<file path="src/inc/dirc_pkg.sv">
// Shared constants for the DMA and interrupt routing configuration bank.
// Assumes an 8-bit configuration index and 8-bit configuration data path.
package dirc_pkg;

  // Configuration indices of the routing bank
  localparam logic [7:0] DIRC_IDX_SER2_BASE = 8'h25;
  localparam logic [7:0] DIRC_IDX_DMA_SEL = 8'h26;
  localparam logic [7:0] DIRC_IDX_FLP_PAR_IRQ = 8'h27;
  localparam logic [7:0] DIRC_IDX_SER_IRQ = 8'h28;
  localparam logic [7:0] DIRC_IDX_EXT_IRQ = 8'h29;
  localparam logic [7:0] DIRC_IDX_RESERVED = 8'h2A;

  // Power-up values
  localparam logic [7:0] DIRC_RST_SER2_BASE = 8'h00;
  localparam logic [7:0] DIRC_RST_DMA_SEL = 8'h00;
  localparam logic [7:0] DIRC_RST_FLP_PAR_IRQ = 8'h00;
  localparam logic [7:0] DIRC_RST_SER_IRQ = 8'h00;
  localparam logic [7:0] DIRC_RST_EXT_IRQ = 8'h00;
  localparam logic [7:0] DIRC_RST_RESERVED = 8'h00;

  // Field positions
  localparam int DIRC_HI_FIELD_LSB = 4;
  localparam int DIRC_LO_FIELD_LSB = 0;
  localparam int DIRC_PIN_FUNC_BIT = 4;
  localparam logic [7:0] DIRC_SER2_BASE_MASK = 8'hFE;
  localparam logic [7:0] DIRC_EXT_IRQ_MASK = 8'h1F;

  // Line counts: DMA lines A..C, interrupt lines A..F and H
  localparam int DIRC_DMA_LINES = 3;
  localparam int DIRC_IRQ_LINES = 7;

  // Selection codes
  localparam logic [3:0] DIRC_CODE_NONE = 4'h0;
  localparam logic [3:0] DIRC_CODE_FIRST = 4'h1;
  localparam logic [3:0] DIRC_DMA_CODE_LAST = 4'h3;
  localparam logic [3:0] DIRC_IRQ_CODE_LAST_LOW = 4'h6;
  localparam logic [3:0] DIRC_IRQ_CODE_H = 4'h8;
  localparam logic [3:0] DIRC_CODE_SHARE = 4'hF;

  // One-hot DMA line for a selection code; zero for none or unused codes
  function automatic logic [2:0] dirc_dma_decode(input logic [3:0] code);
    logic [2:0] hot;
    hot = 3'h0;
    if (code >= DIRC_CODE_FIRST && code <= DIRC_DMA_CODE_LAST) begin
      hot = 3'(3'h1 << (code - DIRC_CODE_FIRST));
    end
    return hot;
  endfunction : dirc_dma_decode

  // One-hot interrupt line (bit 6 is line H); zero for none and reserved codes
  function automatic logic [6:0] dirc_irq_decode(input logic [3:0] code);
    logic [6:0] hot;
    hot = 7'h00;
    if (code >= DIRC_CODE_FIRST && code <= DIRC_IRQ_CODE_LAST_LOW) begin
      hot = 7'(7'h01 << (code - DIRC_CODE_FIRST));
    end else if (code == DIRC_IRQ_CODE_H) begin
      hot = 7'h40;
    end
    return hot;
  endfunction : dirc_irq_decode

endpackage : dirc_pkg

</file>
<file path="src/core/dirc_irq_route.sv">
// One interrupt source steered onto the shared interrupt lines.
// Assumes the source level and its enable come from logic on the same clock.
`timescale 1ns/1ps
`default_nettype none
module dirc_irq_route (
  input wire logic [3:0] sel_code,
  input wire logic src_level,
  input wire logic src_enable,
  output logic [dirc_pkg::DIRC_IRQ_LINES-1:0] line_drive,
  output logic [dirc_pkg::DIRC_IRQ_LINES-1:0] line_en
);
  import dirc_pkg::*;

  logic [DIRC_IRQ_LINES-1:0] hot;

  assign hot = dirc_irq_decode(sel_code);

  // Drive only the chosen line, and only while the source itself drives
  assign line_en = src_enable ? hot : 7'h00;
  assign line_drive = (src_enable && src_level) ? hot : 7'h00;

endmodule : dirc_irq_route
`default_nettype wire

</file>
<file path="src/core/dirc_routing_bank.sv">
// Configuration bank that steers DMA and interrupt requests onto shared lines.
// Assumes the index, state and strobes come from host-side logic on this clock;
// only the external interrupt pin and the infrared pin are asynchronous.
`timescale 1ns/1ps
`default_nettype none
module dirc_routing_bank (
  input wire logic clock,
  input wire logic reset,
  // Configuration access
  input wire logic config_state,
  input wire logic [7:0] config_index_register,
  input wire logic cfg_write,
  input wire logic cfg_read,
  input wire logic [7:0] cfg_wdata,
  output logic [7:0] cfg_rdata,
  output logic cfg_rvalid,
  // Request sources
  input wire logic floppy_controller_dma_req,
  input wire logic parallel_port_unit_dma_req,
  input wire logic floppy_controller_irq,
  input wire logic parallel_port_unit_irq,
  input wire logic first_serial_port_irq,
  input wire logic first_serial_output_two_bit,
  input wire logic second_serial_port_irq,
  input wire logic second_serial_output_two_bit,
  input wire logic external_interrupt_input,
  // Shared request lines
  output logic [dirc_pkg::DIRC_DMA_LINES-1:0] dma_req_out,
  output logic [dirc_pkg::DIRC_DMA_LINES-1:0] dma_req_oe,
  output logic [dirc_pkg::DIRC_IRQ_LINES-1:0] irq_line_out,
  output logic [dirc_pkg::DIRC_IRQ_LINES-1:0] irq_line_oe,
  // Settings for other units
  output logic [6:0] serial2_base_addr,
  output logic ir_pin_function_select,
  // Infrared shared pin
  input wire logic infrared_mode_output,
  output logic infrared_receive_three,
  input wire logic ir_pin_in,
  output logic ir_pin_out,
  output logic ir_pin_oe
);
  import dirc_pkg::*;

  localparam int NSRC = 5;

  // Register state
  logic [7:0] ser2_base_q;
  logic [7:0] dma_sel_q;
  logic [7:0] flp_par_irq_q;
  logic [7:0] ser_irq_q;
  logic [7:0] ext_irq_q;

  // Synchronisers for the asynchronous pins
  logic ext_meta_q;
  logic ext_sync_q;
  logic ir_meta_q;
  logic ir_sync_q;

  // Decoded access strobes
  logic cfg_wr_ok;
  logic cfg_rd_ok;

  // Routing intermediates
  logic share_mode;
  logic ser1_en;
  logic ser1_level;
  logic ser2_en;
  logic [3:0] ser2_code;
  logic [3:0] src_code [NSRC];
  logic src_level [NSRC];
  logic src_enable [NSRC];
  logic [DIRC_IRQ_LINES-1:0] src_drive [NSRC];
  logic [DIRC_IRQ_LINES-1:0] src_en [NSRC];
  logic [DIRC_IRQ_LINES-1:0] irq_out_d;
  logic [DIRC_IRQ_LINES-1:0] irq_oe_d;
  logic [2:0] dma_flp_hot;
  logic [2:0] dma_par_hot;
  logic [7:0] rdata_d;

  assign cfg_wr_ok = config_state && cfg_write;
  assign cfg_rd_ok = config_state && cfg_read;

  // base address with bit 0 fixed
  // Bit 0 is held at zero in hardware, so a stray one from software is harmless
  always_ff @(posedge clock) begin
    if (reset) begin
      ser2_base_q <= DIRC_RST_SER2_BASE;
    end else if (cfg_wr_ok && config_index_register == DIRC_IDX_SER2_BASE) begin
      ser2_base_q <= cfg_wdata & DIRC_SER2_BASE_MASK;
    end
  end

  always_ff @(posedge clock) begin
    if (reset) begin
      dma_sel_q <= DIRC_RST_DMA_SEL;
    end else if (cfg_wr_ok && config_index_register == DIRC_IDX_DMA_SEL) begin
      dma_sel_q <= cfg_wdata;
    end
  end

  always_ff @(posedge clock) begin
    if (reset) begin
      flp_par_irq_q <= DIRC_RST_FLP_PAR_IRQ;
    end else if (cfg_wr_ok && config_index_register == DIRC_IDX_FLP_PAR_IRQ) begin
      flp_par_irq_q <= cfg_wdata;
    end
  end

  always_ff @(posedge clock) begin
    if (reset) begin
      ser_irq_q <= DIRC_RST_SER_IRQ;
    end else if (cfg_wr_ok && config_index_register == DIRC_IDX_SER_IRQ) begin
      ser_irq_q <= cfg_wdata;
    end
  end

  always_ff @(posedge clock) begin
    if (reset) begin
      ext_irq_q <= DIRC_RST_EXT_IRQ;
    end else if (cfg_wr_ok && config_index_register == DIRC_IDX_EXT_IRQ) begin
      ext_irq_q <= cfg_wdata & DIRC_EXT_IRQ_MASK;
    end
  end

  // Read multiplexer; the reserved location has no storage at all
  always_comb begin
    rdata_d = 8'h00;
    case (config_index_register)
      DIRC_IDX_SER2_BASE: rdata_d = ser2_base_q;
      DIRC_IDX_DMA_SEL: rdata_d = dma_sel_q;
      DIRC_IDX_FLP_PAR_IRQ: rdata_d = flp_par_irq_q;
      DIRC_IDX_SER_IRQ: rdata_d = ser_irq_q;
      DIRC_IDX_EXT_IRQ: rdata_d = ext_irq_q;
      DIRC_IDX_RESERVED: rdata_d = DIRC_RST_RESERVED;
      default: rdata_d = 8'h00;
    endcase
  end

  // Read answer one cycle after the strobe; data holds until the next read
  always_ff @(posedge clock) begin
    if (reset) begin
      cfg_rdata <= 8'h00;
      cfg_rvalid <= 1'b0;
    end else begin
      cfg_rvalid <= cfg_rd_ok;
      if (cfg_rd_ok) begin
        cfg_rdata <= rdata_d;
      end
    end
  end

  // Two flip-flops on each asynchronous pin before any logic looks at it
  always_ff @(posedge clock) begin
    if (reset) begin
      ext_meta_q <= 1'b0;
      ext_sync_q <= 1'b0;
      ir_meta_q <= 1'b0;
      ir_sync_q <= 1'b0;
    end else begin
      ext_meta_q <= external_interrupt_input;
      ext_sync_q <= ext_meta_q;
      ir_meta_q <= ir_pin_in;
      ir_sync_q <= ir_meta_q;
    end
  end

  assign ser2_code = ser_irq_q[DIRC_LO_FIELD_LSB +: 4];
  assign share_mode = (ser2_code == DIRC_CODE_SHARE);

  // shared pin carries both ports
  // The shared pin is an OR: any enabled port asserting drives it high
  assign ser1_en = first_serial_output_two_bit ||
                   (share_mode && second_serial_output_two_bit);
  assign ser1_level = (first_serial_output_two_bit && first_serial_port_irq) ||
                      (share_mode && second_serial_output_two_bit && second_serial_port_irq);
  assign ser2_en = second_serial_output_two_bit && !share_mode;

  // Source table: floppy, parallel, first serial, second serial, external pin
  assign src_code[0] = flp_par_irq_q[DIRC_HI_FIELD_LSB +: 4];
  assign src_code[1] = flp_par_irq_q[DIRC_LO_FIELD_LSB +: 4];
  assign src_code[2] = ser_irq_q[DIRC_HI_FIELD_LSB +: 4];
  assign src_code[3] = share_mode ? DIRC_CODE_NONE : ser2_code;
  assign src_code[4] = ext_irq_q[DIRC_LO_FIELD_LSB +: 4];
  assign src_level[0] = floppy_controller_irq;
  assign src_level[1] = parallel_port_unit_irq;
  assign src_level[2] = ser1_level;
  assign src_level[3] = second_serial_port_irq;
  assign src_level[4] = ext_sync_q;
  assign src_enable[0] = 1'b1;
  assign src_enable[1] = 1'b1;
  assign src_enable[2] = ser1_en;
  assign src_enable[3] = ser2_en;
  assign src_enable[4] = 1'b1;

  // One router per interrupt source
  for (genvar s = 0; s < NSRC; s++) begin : g_src
    dirc_irq_route u_route (
      .sel_code(src_code[s]),
      .src_level(src_level[s]),
      .src_enable(src_enable[s]),
      .line_drive(src_drive[s]),
      .line_en(src_en[s])
    );
  end

  // two sources on one line is a software error; the OR only avoids a clash here
  always_comb begin
    irq_out_d = 7'h00;
    irq_oe_d = 7'h00;
    for (int s = 0; s < NSRC; s++) begin
      irq_out_d = irq_out_d | src_drive[s];
      irq_oe_d = irq_oe_d | src_en[s];
    end
  end

  assign dma_flp_hot = dirc_dma_decode(dma_sel_q[DIRC_HI_FIELD_LSB +: 4]);
  assign dma_par_hot = dirc_dma_decode(dma_sel_q[DIRC_LO_FIELD_LSB +: 4]);

  always_ff @(posedge clock) begin
    if (reset) begin
      dma_req_out <= 3'h0;
      dma_req_oe <= 3'h0;
    end else begin
      dma_req_oe <= dma_flp_hot | dma_par_hot;
      dma_req_out <= (floppy_controller_dma_req ? dma_flp_hot : 3'h0) |
                     (parallel_port_unit_dma_req ? dma_par_hot : 3'h0);
    end
  end

  // Interrupt lines registered; adds one cycle of latency to every request
  always_ff @(posedge clock) begin
    if (reset) begin
      irq_line_out <= 7'h00;
      irq_line_oe <= 7'h00;
    end else begin
      irq_line_out <= irq_out_d;
      irq_line_oe <= irq_oe_d;
    end
  end

  // Settings exported to the second serial port and the infrared unit
  always_ff @(posedge clock) begin
    if (reset) begin
      serial2_base_addr <= 7'h00;
      ir_pin_function_select <= 1'b0;
    end else begin
      serial2_base_addr <= ser2_base_q[7:1];
      ir_pin_function_select <= ext_irq_q[DIRC_PIN_FUNC_BIT];
    end
  end

  // infrared pin function
  // In receive mode the pin is released and its level passed to the infrared unit
  always_ff @(posedge clock) begin
    if (reset) begin
      ir_pin_out <= 1'b0;
      ir_pin_oe <= 1'b0;
      infrared_receive_three <= 1'b0;
    end else if (ext_irq_q[DIRC_PIN_FUNC_BIT]) begin
      ir_pin_out <= 1'b0;
      ir_pin_oe <= 1'b0;
      infrared_receive_three <= ir_sync_q;
    end else begin
      ir_pin_out <= infrared_mode_output;
      ir_pin_oe <= 1'b1;
      infrared_receive_three <= 1'b0;
    end
  end

endmodule : dirc_routing_bank
`default_nettype wire

</file>
<file path="config.mk">
export PLATFORM = sky130hd
export DESIGN_NAME = dirc_routing_bank
export DESIGN_NICKNAME = d
export VERILOG_FILES = /design/src/inc/dirc_pkg.sv /design/src/core/dirc_irq_route.sv /design/src/core/dirc_routing_bank.sv
export SDC_FILE = /design/constraint.sdc
export NUM_CORES = 1
export LEC_CHECK = 0
export ABC_AREA = 1
export BUFFER_PORTS_ARGS = -buffer_cell sky130_fd_sc_hd__buf_2
export CORE_ASPECT_RATIO = 0.75
export CORE_UTILIZATION = 60
export DETAILED_ROUTE_END_ITERATION = 8
export MAX_ROUTING_LAYER = met4
export PLACE_DENSITY = 0.91
export SLEW_MARGIN = 5
export SYNTH_ARGS = -nofsm -noshare
export SYNTH_HDL_FRONTEND = slang
export SYNTH_SLANG_ARGS = --single-unit
</file>
<file path="constraint.sdc">
create_clock -name clock -period 3.44 [get_ports clock]
set_input_delay 0.516 -clock clock [delete_from_list [all_inputs] [get_ports clock]]
set_output_delay 0.516 -clock clock [all_outputs]
set_load 0.01 [all_outputs]
</file>
Word level (Yosys, flattened, before mapping)
Index checks and enable logic that the tools add are counted.
{"block": "totals", "register_bits": 80, "latchBits": 0, "mem_bits_rw": 0, "mem_bits_ro": 0, "inputBits": 32, "output_inout_bits": 40, "wordCells": 119, "memories": 0}
{"block": "op_classes", "n_addsub": 7, "multipliers": 0, "div_mod_pow": 0, "n_lt_le_gt_ge": 14, "eq_ne": 11, "n_shift": 7, "n_mux": 24, "n_bitwise": 11, "n_reduce_logical": 25}
{"op": "7-bit two-way mux", "count": 17}
{"op": "7-bit OR", "count": 8}
{"op": "8-bit by 6-bit equality test with 1-bit output, second input constant", "count": 5}
{"op": "8-bit case mux with 5 select lines", "count": 1}
{"op": "1-bit by 4-bit left shift with 7-bit output, first input constant", "count": 5}
{"op": "4-bit by 1-bit >= comparator with 1-bit output, second input constant", "count": 7}
{"op": "4-bit by 1-bit subtractor with 4-bit output, second input constant", "count": 7}
{"op": "4-bit equality test, second input constant", "count": 6}
{"op": "4-bit by 3-bit less-or-equal comparator with 1-bit output, second input constant", "count": 5}
{"op": "1-bit logical AND", "count": 20}
{"op": "3-bit two-way mux", "count": 4}
{"op": "4-bit by 2-bit less-or-equal comparator with 1-bit output, second input constant", "count": 2}
{"op": "1-bit by 4-bit left shift with 3-bit output, first input constant", "count": 2}
{"op": "3-bit OR", "count": 2}
{"op": "4-bit two-way mux", "count": 1}
{"op": "2-bit OR reduction", "count": 2}
{"op": "1-bit logical OR", "count": 2}
{"op": "1-bit zero test", "count": 1}
{"op": "1-bit two-way mux", "count": 1}
{"op": "1-bit NOT", "count": 1}

Longest topological paths before layout
Gate-level depths: netlist of run 1.
{"block": "depth", "ltp_word": 9, "mapped_depth": 11, "ltp_nobuf": 10}

Hierarchy
A second synthesis of run 1 with hierarchy kept.
{"block": "unflattened", "hier_cells": 633, "area_unflattened_um2": 4326.6}
{"module": "dirc_routing_bank", "n_inst": 1, "cells_each": 418, "area_each_um2": 3275.6, "seq_area_each_um2": 1601.5}
{"module": "dirc_irq_route", "n_inst": 5, "cells_each": 43, "area_each_um2": 210.2, "seq_area_each_um2": 0.0}

Least setup slack after synthesis of run 1
No wires, ideal clock.
{"block": "synth_path", "path_type": "flip-flop to flip-flop", "start": "register ext_irq_q[0]", "end": "register irq_line_out[0] (netlist bit)", "setup_ps": 65, "arrival_ps": 1473, "required_time_ps": 3375, "setup_slack_ps": 1902, "path_stages_with_launch": 10, "path_buffers": 1, "period_less_slack_ps": 1538, "path_cell_list": "dfxtp_1 buf_2 nor2_2 ha_1 inv_1 nand4_1 or2_2 nand3_1 nor2_1 nor2_1"}
{"block": "synth_via", "elab_chain_cells": 5, "word_cells_on_any_way": 8, "cone_classes": "1 x add/sub; 2 x order compare; 1 x shift; 2 x mux; 1 x bitwise; 1 x reduce/logical"}
{"element": "start, declared", "line": "dirc_routing_bank.sv:51", "rtl": "logic [7:0] ext_irq_q;"}
{"element": "start signal, assigned", "line": "dirc_routing_bank.sv:121", "rtl": "ext_irq_q <= cfg_wdata & DIRC_EXT_IRQ_MASK;"}
{"element": "4-bit by 1-bit subtractor with 4-bit output, or another cell as far along", "line": "dirc_pkg.sv:55", "rtl": "hot = 7'(7'h01 << (code - DIRC_CODE_FIRST));"}
{"element": "1-bit by 4-bit left shift with 7-bit output / 1-bit logical AND (equally long branches)", "line": "dirc_pkg.sv:55, dirc_pkg.sv:54"}
{"element": "7-bit two-way mux *", "line": "dirc_pkg.sv:54", "rtl": "if (code >= DIRC_CODE_FIRST && code <= DIRC_IRQ_CODE_LAST_LOW) begin"}
{"element": "7-bit two-way mux *", "line": "dirc_irq_route.sv:20", "rtl": "assign line_drive = (src_enable && src_level) ? hot : 7'h00;"}
{"element": "7-bit OR *", "line": "dirc_routing_bank.sv:211", "rtl": "irq_out_d = irq_out_d | src_drive[s];"}
{"element": "end signal, assigned", "line": "dirc_routing_bank.sv:236", "rtl": "irq_line_out <= irq_out_d;"}
{"element": "end, declared", "line": "dirc_routing_bank.sv:30", "rtl": "output logic [dirc_pkg::DIRC_IRQ_LINES-1:0] irq_line_out,"}
Mark *: on every way between the ends. The rest lies on a longest branch, timed or not.
A chain may end at the register's enable or synchronous reset.

==> qor.txt, run 1 <==
share of cells above drive strength 1: 15.8%
crit-path cells: buf_2 > inv_1 > o21ai_0 > a21oi_1
syn nets: 633
Worst-Skew Late Latency: 0.37 ns
final setup violation count: 0
fin util: 71.5%
combinational family with the most area after synthesis: simple AND/OR/NAND/NOR gates
die extent in y: 73.1 um
CP endpoint kind: register
H-tree Lvls: 3
relative slew slack: 26.8%
post-CTS setup buffers: 0
WL final: 11900 um
Die W: 96.8 um
Synth-to-Final Area Change: 13.2%
count leader, synth: nand2_1
Seq/Total Area, Yosys: 39.6%
clk buf depth: 2
WP data arrival: 2.24 ns
total track usage: 36.4%
drt initial violations: 409
Netlist cell types: 32
Post-route DRC: 0
FP Rows: 25
Pwr Density: 380 mW/mm^2
Clock Sinks: 80
clock root buffer: clkbuf_8
initial antenna violation count: 0
routability cong.: 0.995
post-synthesis compound-gate area fraction: 14.1%
Worst EP required: 3.73 ns
Hold Path Sink: ext_meta_q
vias in the first global route: 4037
share of flip-flops with an asynchronous set or reset: 0%
Max Freq: 513 MHz
worst vdd ir: 0.000349 V
Final Max Slew Viols: 0
starting density of the core: 63.1%
post-synthesis mux area share: 0%
min-delay src: external_interrupt_input
reg2reg end: irq_line_oe[6]
core area: 0.00641 mm^2
HP Class: in2reg
TritonCTS Buffers: 9
status: finished, final reports clean
Mapped Area: 0.00405 mm^2
Simple-Gate Fraction of Synth Area: 33.8%
Die Area: 0.00708 mm^2
Startpoint Class: input pin
routed len/inst: 16.0 um
slowest CP cell: inv_1
Post-synth EDFFs: 0
Synth area leader: dfxtp_1
CP Class: in2reg
syn_area_per_cell: 6.81 um^2
RSZ-0062 raised after global routing: false
hold depth: 3
TritonCTS clock tree: done
reg2reg setup slack: 1.55 ns
Final Cycle Share: 56.6%
leakage: 0.00209 uW
CP max FO: 43
I/O pins: 72
global route overflow: 0
Crit path largest cell delay: 0.90 ns
routed vias/inst: 5.89
Synth top area share: 39.6%
cts hold-fix bufs: 0
first-pass GRT wire length: 19300 um
warnings from Yosys: 0
number of diodes: 0
Least-Margin Pin Slew: 1.10 ns
reg2reg start: ser_irq_q[5]
1st-pass router iterations: 5
post-route ant nets: 0
post-synthesis cell count: 594
Clock transition at path regs: 0.09 ns
predominant post-synthesis flop cell: dfxtp_1
clk_skew: 0.00936 ns
number of max-cap violations: 0
CP startpoint: reset
final hold violation count: 0
largest net degree at the start of global routing: 44
post-layout min period: 1.95 ns
Setup TNS Final: 0 ns
total vias in the final route: 4356
commonest cells in the netlist: nand2_1 (107), dfxtp_1 (80), nor2_1 (80)
worst r2r path cells: 8
IO buf count: 71
Synth Area in XOR/XNOR: 0.216%
Seq cells post-synth: 80
post-DP HPWL: 8820 um
Synth area leaders: dfxtp_1 (40%), nand2_1 (9.9%), nor2_1 (7.4%)
PostCTS Resize Cnt: 0
adder-cell area share of the yosys netlist: 2.16%
hold slack: 0.347 ns
Layout Nets: 693
routing by layer:
metal | track usage [%] | up-vias | wire length [um] | share of wire [%]
met2 | 55.7 | 273 | 5120 | 43
met5 | - | - | 0 | 0
met4 | 11.6 | 0 | 249 | 2.1
met3 | 9.20 | 34 | 1360 | 11
li1 | - | 2062 | - | -
met1 | 47.5 | 1987 | 5130 | 43
cell type report:
type | instances | area, um^2
well taps | 81 | 101
repair buffers | 71 | 355
inverters | 77 | 289
clock inverters | 6 | 70.1
fillers | 532 | 1830
multi-input cells | 415 | 2040
flip-flops and latches | 80 | 1600
clock buffers | 10 | 128
worst max-delay path, delay by kind of cell:
| family | cells | cell delay (ns) |
|---|---|---|
| AO/OA/AOI/OAI | 2 | 0.46 |
| buffers and inverters | 2 | 1.23 |
cell families (layout without fill, tap and decap cells):
group	after synthesis	count (layout)
AO/OA/AOI/OAI	112	112
XOR/XNOR	1	1
adder cells (fa/ha/maj)	7	7
buffers and inverters	99	164
flip-flops	80	80
AND/OR/NAND/NOR	295	295
through the flow:
step           cell area (um^2)  std cells  setup slack [ns]  power (uW)
3_3_place_gp               4380        724              1.26        1050
3_5_place_dp               4380        724              1.16        1060
2_1_floorplan              4050        594              1.90        1010
4_1_cts                    4580        740              1.55        1740
6_report                   4580        740              1.49        1740
5_1_grt                    4580        740              1.33        1800
sequential cells by signal, indices dropped and copies added (netlist names), 3 cells and up:
| signal | count |
|---|---|
| irq_line_out | 7 |
| ext_irq_q | 5 |
| flp_par_irq_q | 8 |
| irq_line_oe | 7 |
| ser_irq_q | 8 |
| ser2_base_q | 7 |
| dma_req_oe | 3 |
| dma_req_out | 3 |
| cfg_rdata | 8 |
| serial2_base_addr | 7 |
| dma_sel_q | 8 |
power breakdown:
group	internal [uW]	total [uW]	leakage (uW)	switching, uW
sequential	932	936	0.000646	3.85
clock	338	701	0.0000887	364
combinational	30.5	104	0.00135	74.0
cell usage in the layout, fill, tap and decap left out, types with 9 or more instances in the layout:
master    count
nor2_1       80
buf_2        71
nand3_1      55
nand2_1     107
inv_1        76
nand4_1      20
clkbuf_8      9
dfxtp_1      80
a21oi_1      46
o21ai_0      49
nor3_1       11
worst max path at each step:
stage and end:
4_1_cts ser_irq_q[6], 3_3_place_gp irq_line_oe[4], 5_1_grt ser_irq_q[4], 6_report ser_irq_q[6], 3_5_place_dp cfg_rdata[2], 2_1_floorplan irq_line_out[0]
Note: power is estimated with default switching activity, not from simulation.
==> inputs of run 2 (changes only) <==
--- a/config.mk
+++ b/config.mk
@@ -8,10 +8,10 @@
 export ABC_AREA = 1
 export BUFFER_PORTS_ARGS = -buffer_cell sky130_fd_sc_hd__buf_2
 export CORE_ASPECT_RATIO = 0.75
-export CORE_UTILIZATION = 60
+export CORE_UTILIZATION = 56
 export DETAILED_ROUTE_END_ITERATION = 8
 export MAX_ROUTING_LAYER = met4
-export PLACE_DENSITY = 0.91
+export PLACE_DENSITY = 0.86
 export SLEW_MARGIN = 5
 export SYNTH_ARGS = -nofsm -noshare
 export SYNTH_HDL_FRONTEND = slang
==> constraint.sdc (replaced) <==
create_clock -name clock -period 1.8 [get_ports clock]
set_input_delay 0.27 -clock clock [delete_from_list [all_inputs] [get_ports clock]]
set_output_delay 0.27 -clock clock [all_outputs]
set_load 0.01 [all_outputs]
==> run 2 against run 1 <==
Die area rose by 7.0%. Utilization decreased by 3.3 points. Clock power is 120% higher. Wire length decreased by 0.13%. First-iteration DRC count rose by 13%. Critical path depth grew 4. Register-to-register slack got worse by 1.4 ns. Flip-flop and latch count did not move. Worst setup slack lost 1.4 ns. Sequential power grew 91%. Via count down 1.4%. Clock skew hardly changed. Critical path type is now reg2reg. Largest power group unchanged.
==> qor.txt, run 2 (synthesis results as in run 1) <==
status: finished, final reports clean
combinational power share: 5.8%
reg2reg start: ext_irq_q[1]
number of max-cap violations: 0
Die W: 100 um
CP max FO: 6
Clock power frac: 43.1%
H-tree Lvls: 3
routability cong.: 1.06
starting density of the core: 58.7%
sequential power share: 51.2%
Worst-Skew Late Latency: 0.37 ns
drt initial violations: 461
reg2reg setup slack: 0.11 ns
Clock Sinks: 80
WP data arrival: 1.99 ns
HP Class: in2reg
clock root buffer: clkbuf_8
Die Area: 0.00758 mm^2
number of diodes: 0
Post-route DRC: 0
WL final: 11800 um
clk_skew: 0.00897 ns
share of cells above drive strength 1: 17.0%
commonest non-fill, non-tap cell in the layout: nand2_1
1st-pass router iterations: 6
Layout Nets: 703
core area: 0.00690 mm^2
post-layout min period: 1.69 ns
fill cell count: 612
Max Freq: 593 MHz
Setup TNS Final: 0 ns
routed len/inst: 15.4 um
worst vdd ir: 0.000702 V
global route overflow: 0
Worst EP required: 2.10 ns
min-delay src: ir_pin_in
total power: 3500 uW
PostCTS Resize Cnt: 0
Startpoint Class: register
post-CTS setup buffers: 0
final hold violation count: 0
cts hold-fix bufs: 0
largest net degree at the start of global routing: 44
Least-Margin Pin Slew: 0.508 ns
Hold Path Sink: ir_meta_q
TritonCTS Buffers: 9
Net Sw Power: 864 uW
die extent in y: 75.6 um
leakage: 0.00216 uW
hold depth: 3
total track usage: 33.7%
total vias in the final route: 4295
worst r2r path cells: 8
vias in the first global route: 3782
relative slew slack: 66.0%
IO buf count: 71
post-route ant nets: 0
Synth-to-Final Area Change: 16.1%
TritonCTS clock tree: done
first-pass GRT wire length: 18500 um
initial antenna violation count: 0
reg2reg end: irq_line_out[0]
FP Rows: 26
clk buf depth: 2
final setup violation count: 0
post-DP HPWL: 8960 um
Switching Share: 24.7%
CP Class: reg2reg
commonest cells after routing, fill and taps aside: nand2_1 (107), nor2_1 (80), dfxtp_1 (80)
routed vias/inst: 5.60
RSZ-0062 raised after global routing: false
CP endpoint kind: register
Clock transition at path regs: 0.09 ns
Pwr Density: 744 mW/mm^2
I/O pins: 72
Final Cycle Share: 93.7%
Int Pwr: 2630 uW
Final Max Slew Viols: 0
-- run 2: changes by cell type in the layout (fill, tap and decap cells not counted), sizes merged --
cell | previous run | this run
inv | 77 | 78
clkinv | 2 | 1
clkinvlp | 3 | 2
buf | 71 | 81
bufinv | 1 | 2
-- run 2: power groups by stage --
stage	clock network, uW	registers (uW)	logic (uW)
final	1510	1790	201
after global routing	1580	1790	221
after CTS	1510	1790	198
after detailed placement	0	1830	197
after global placement	0	1830	192
after floorplan	0	1830	104
-- run 2: routing by layer --
layer,vias to the layer above,global-route usage [%],wire [um]
li1,2092,-,-
met1,1925,44.7,5290
met2,256,51.3,5060
met3,22,9.27,1340
met4,0,8.21,156
met5,-,-,0
-- run 2: worst max path at each step --
stage	from	to	slack (ns)	cells past startpoint
2_1_floorplan	ext_irq_q[0]	irq_line_out[0]	0.26	9
3_3_place_gp	config_index_register[6]	cfg_rdata[0]	0.25	8
3_5_place_dp	config_index_register[6]	dma_sel_q[7]	0.15	7
4_1_cts	ext_irq_q[1]	irq_line_out[0]	0.16	8
5_1_grt	ext_irq_q[1]	irq_line_out[2]	0.005	9
6_report	ext_irq_q[1]	irq_line_out[0]	0.11	8
-- run 2: worst max-delay path, cell delays in order (launching register included) --
cell	delay, ns
dfxtp_1	0.45
nor2_2	0.08
ha_1	0.31
inv_1	0.12
nand4_1	0.14
or2_2	0.30
nand3_1	0.08
nor2_1	0.04
nor2_1	0.10
-- run 2: area by class of cell --
type / instances / area [um^2] / area share, %
clock buffers: 10 / 128 / 2.71
clock inverters: 6 / 92.6 / 1.97
inverters: 77 / 289 / 6.15
multi-input cells: 415 / 2040 / 43.3
flip-flops and latches: 80 / 1600 / 34.1
well taps: 98 / 123 / 2.61
repair buffers: 81 / 430 / 9.16
-- run 2: stage by stage --
step	utilization, %	worst slack (ns)	area, um^2	hold slack [ns]	instances
6_report	68.2	0.114	4700	0.100	767
5_1_grt	68.2	0.00479	4700	0.109	767
4_1_cts	68.2	0.157	4700	0.0970	767
3_5_place_dp	65.0	0.154	4480	0.398	751
3_3_place_gp	65.0	0.245	4480	0.392	751
2_1_floorplan	-	0.262	4050	0.377	594
==> inputs of run 3 (changes only) <==
--- a/config.mk
+++ b/config.mk
@@ -12,6 +12,7 @@
 export DETAILED_ROUTE_END_ITERATION = 8
 export MAX_ROUTING_LAYER = met4
 export PLACE_DENSITY = 0.86
+export REMOVE_ABC_BUFFERS = 1
 export SLEW_MARGIN = 5
 export SYNTH_ARGS = -nofsm -noshare
 export SYNTH_HDL_FRONTEND = slang
==> run 3 against run 2 <==
Clock power fell by 17%. Sequential share of layout area rose by 0.37 points. First-iteration DRC count decreased by 31%. Cell count shrank 0.13%. Fmax grew 1.9%. Non-clock buffer count down 1. Total power fell by 7.2%. Flip-flop and latch count stayed put. Wire length down 4.8%. Critical path type unchanged. Largest cell class unchanged. Largest power group unchanged.
==> qor.txt, run 3 (synthesis results as in run 1) <==
status: finished, final reports clean
total track usage: 33.0%
CP max FO: 3
Die W: 100 um
FP Rows: 26
Setup TNS Final: 0 ns
Inst Count DP: 750
worst r2r path cells: 8
RSZ-0062 raised after global routing: false
post-route ant nets: 0
commonest non-fill, non-tap cell in the layout: nand2_1
WP data arrival: 1.97 ns
Crit path largest cell delay: 0.43 ns
TritonCTS clock tree: done
Startpoint Class: register
reg2reg end: irq_line_oe[6]
Worst-Skew Late Latency: 0.36 ns
Pwr Density: 696 mW/mm^2
Max Freq: 604 MHz
I/O pins: 72
Die Area: 0.00758 mm^2
Layout Nets: 702
1st-pass router iterations: 6
CP bufs+invs: 1
worst vdd ir: 0.000517 V
WL final: 11300 um
crit-path leading delay family: simple AND/OR/NAND/NOR gates
drt initial violations: 320
CP startpoint: ser_irq_q[5]
total vias in the final route: 4255
die extent in y: 75.6 um
IO buf count: 71
number of diodes: 0
routed len/inst: 14.7 um
final setup violation count: 0
post-CTS setup buffers: 0
relative slew slack: 64.6%
routed vias/inst: 5.55
share of cells above drive strength 1: 17.5%
final hold violation count: 0
Worst EP required: 2.11 ns
Least-Margin Pin Slew: 0.529 ns
Worst path depth: 8
Clock Sinks: 80
starting density of the core: 58.7%
core area: 0.00690 mm^2
Synth-to-Final Area Change: 15.1%
Clock transition at path regs: 0.09 ns
CP Capture Point: irq_line_oe[6]
slowest CP cell: o21ai_0
post-DP HPWL: 8630 um
post-route insts no fill: 766
HP Class: in2reg
clock root buffer: clkbuf_8
post-layout min period: 1.66 ns
Final Max Slew Viols: 0
cts hold-fix bufs: 0
CP dominant cell by count: nand2_1
CP Class: reg2reg
TritonCTS Buffers: 9
clk_skew: 0.0105 ns
first-pass GRT wire length: 18300 um
total power: 3240 uW
Post-route DRC: 0
Final Cycle Share: 92.0%
global route overflow: 0
reg2reg start: ser_irq_q[5]
routability cong.: 1.02
number of max-cap violations: 0
crit-path cells: nor2_1 > ha_1 > nand2_1 > o21ai_0 > nand2_1 > nand3_1 > nand2_1 > inv_1
vias in the first global route: 3870
H-tree Lvls: 3
leakage: 0.00213 uW
largest net degree at the start of global routing: 44
initial antenna violation count: 0
clk buf depth: 2
reg2reg setup slack: 0.14 ns
CP endpoint kind: register
commonest cells after routing, fill and taps aside: nand2_1 (107), nor2_1 (80), dfxtp_1 (77)
run 3: where the power goes:
part | switching, uW | total, uW | internal, uW
sequential | 6.72 | 1790 | 1780
clock | 727 | 1250 | 524
combinational | 141 | 203 | 62.6
run 3: tightest hold or removal path: stages:
cell and delay, ns:
buf_2 0.09, inv_1 0.04, nor2_1 0.03
run 3: routing by layer:
metal	track usage, %	routed length (um)
met5	-	0
met4	9.50	152
met3	9.36	1180
met2	51.8	4980
met1	41.8	4960
run 3: through the flow:
| step | setup WS [ns] | hold WS, ns | util [%] | area (um^2) |
|---|---|---|---|---|
| 3_5_place_dp | 0.125 | 0.405 | 64.9 | 4470 |
| 4_1_cts | 0.117 | 0.0961 | 67.5 | 4660 |
| 2_1_floorplan | 0.260 | 0.337 | - | 3930 |
| 6_report | 0.145 | 0.102 | 67.6 | 4660 |
| 5_1_grt | 0.00895 | 0.0884 | 67.6 | 4660 |
| 3_3_place_gp | 0.158 | 0.392 | 64.9 | 4470 |
run 3: layout make-up:
type	count	area, um^2
multi-input cells	415	2040
well taps	98	123
fillers	634	2240
clock buffers	9	124
clock inverters	7	60.1
flip-flops and latches	80	1610
inverters	77	289
repair buffers	80	423
run 3: worst min-delay path by stage:
stage | start | to | slack (ns) | depth (start not counted)
detailed placement | ir_meta_q | ir_sync_q | 0.41 | 2
finish | ir_pin_in | ir_meta_q | 0.10 | 3
global placement | ext_meta_q | ext_sync_q | 0.39 | 2
global route | ir_pin_in | ir_meta_q | 0.09 | 3
CTS | ir_pin_in | ir_meta_q | 0.1 | 3
floorplan | reset | ir_pin_oe | 0.34 | 1
run 3: repair_timing:
| action | 4_1_cts | 5_1_grt |
|---|---|---|
| hold endpoints to repair | 0 | 0 |
| gates resized for setup | 0 | 3 |
| setup endpoints to repair | 0 | 2 |
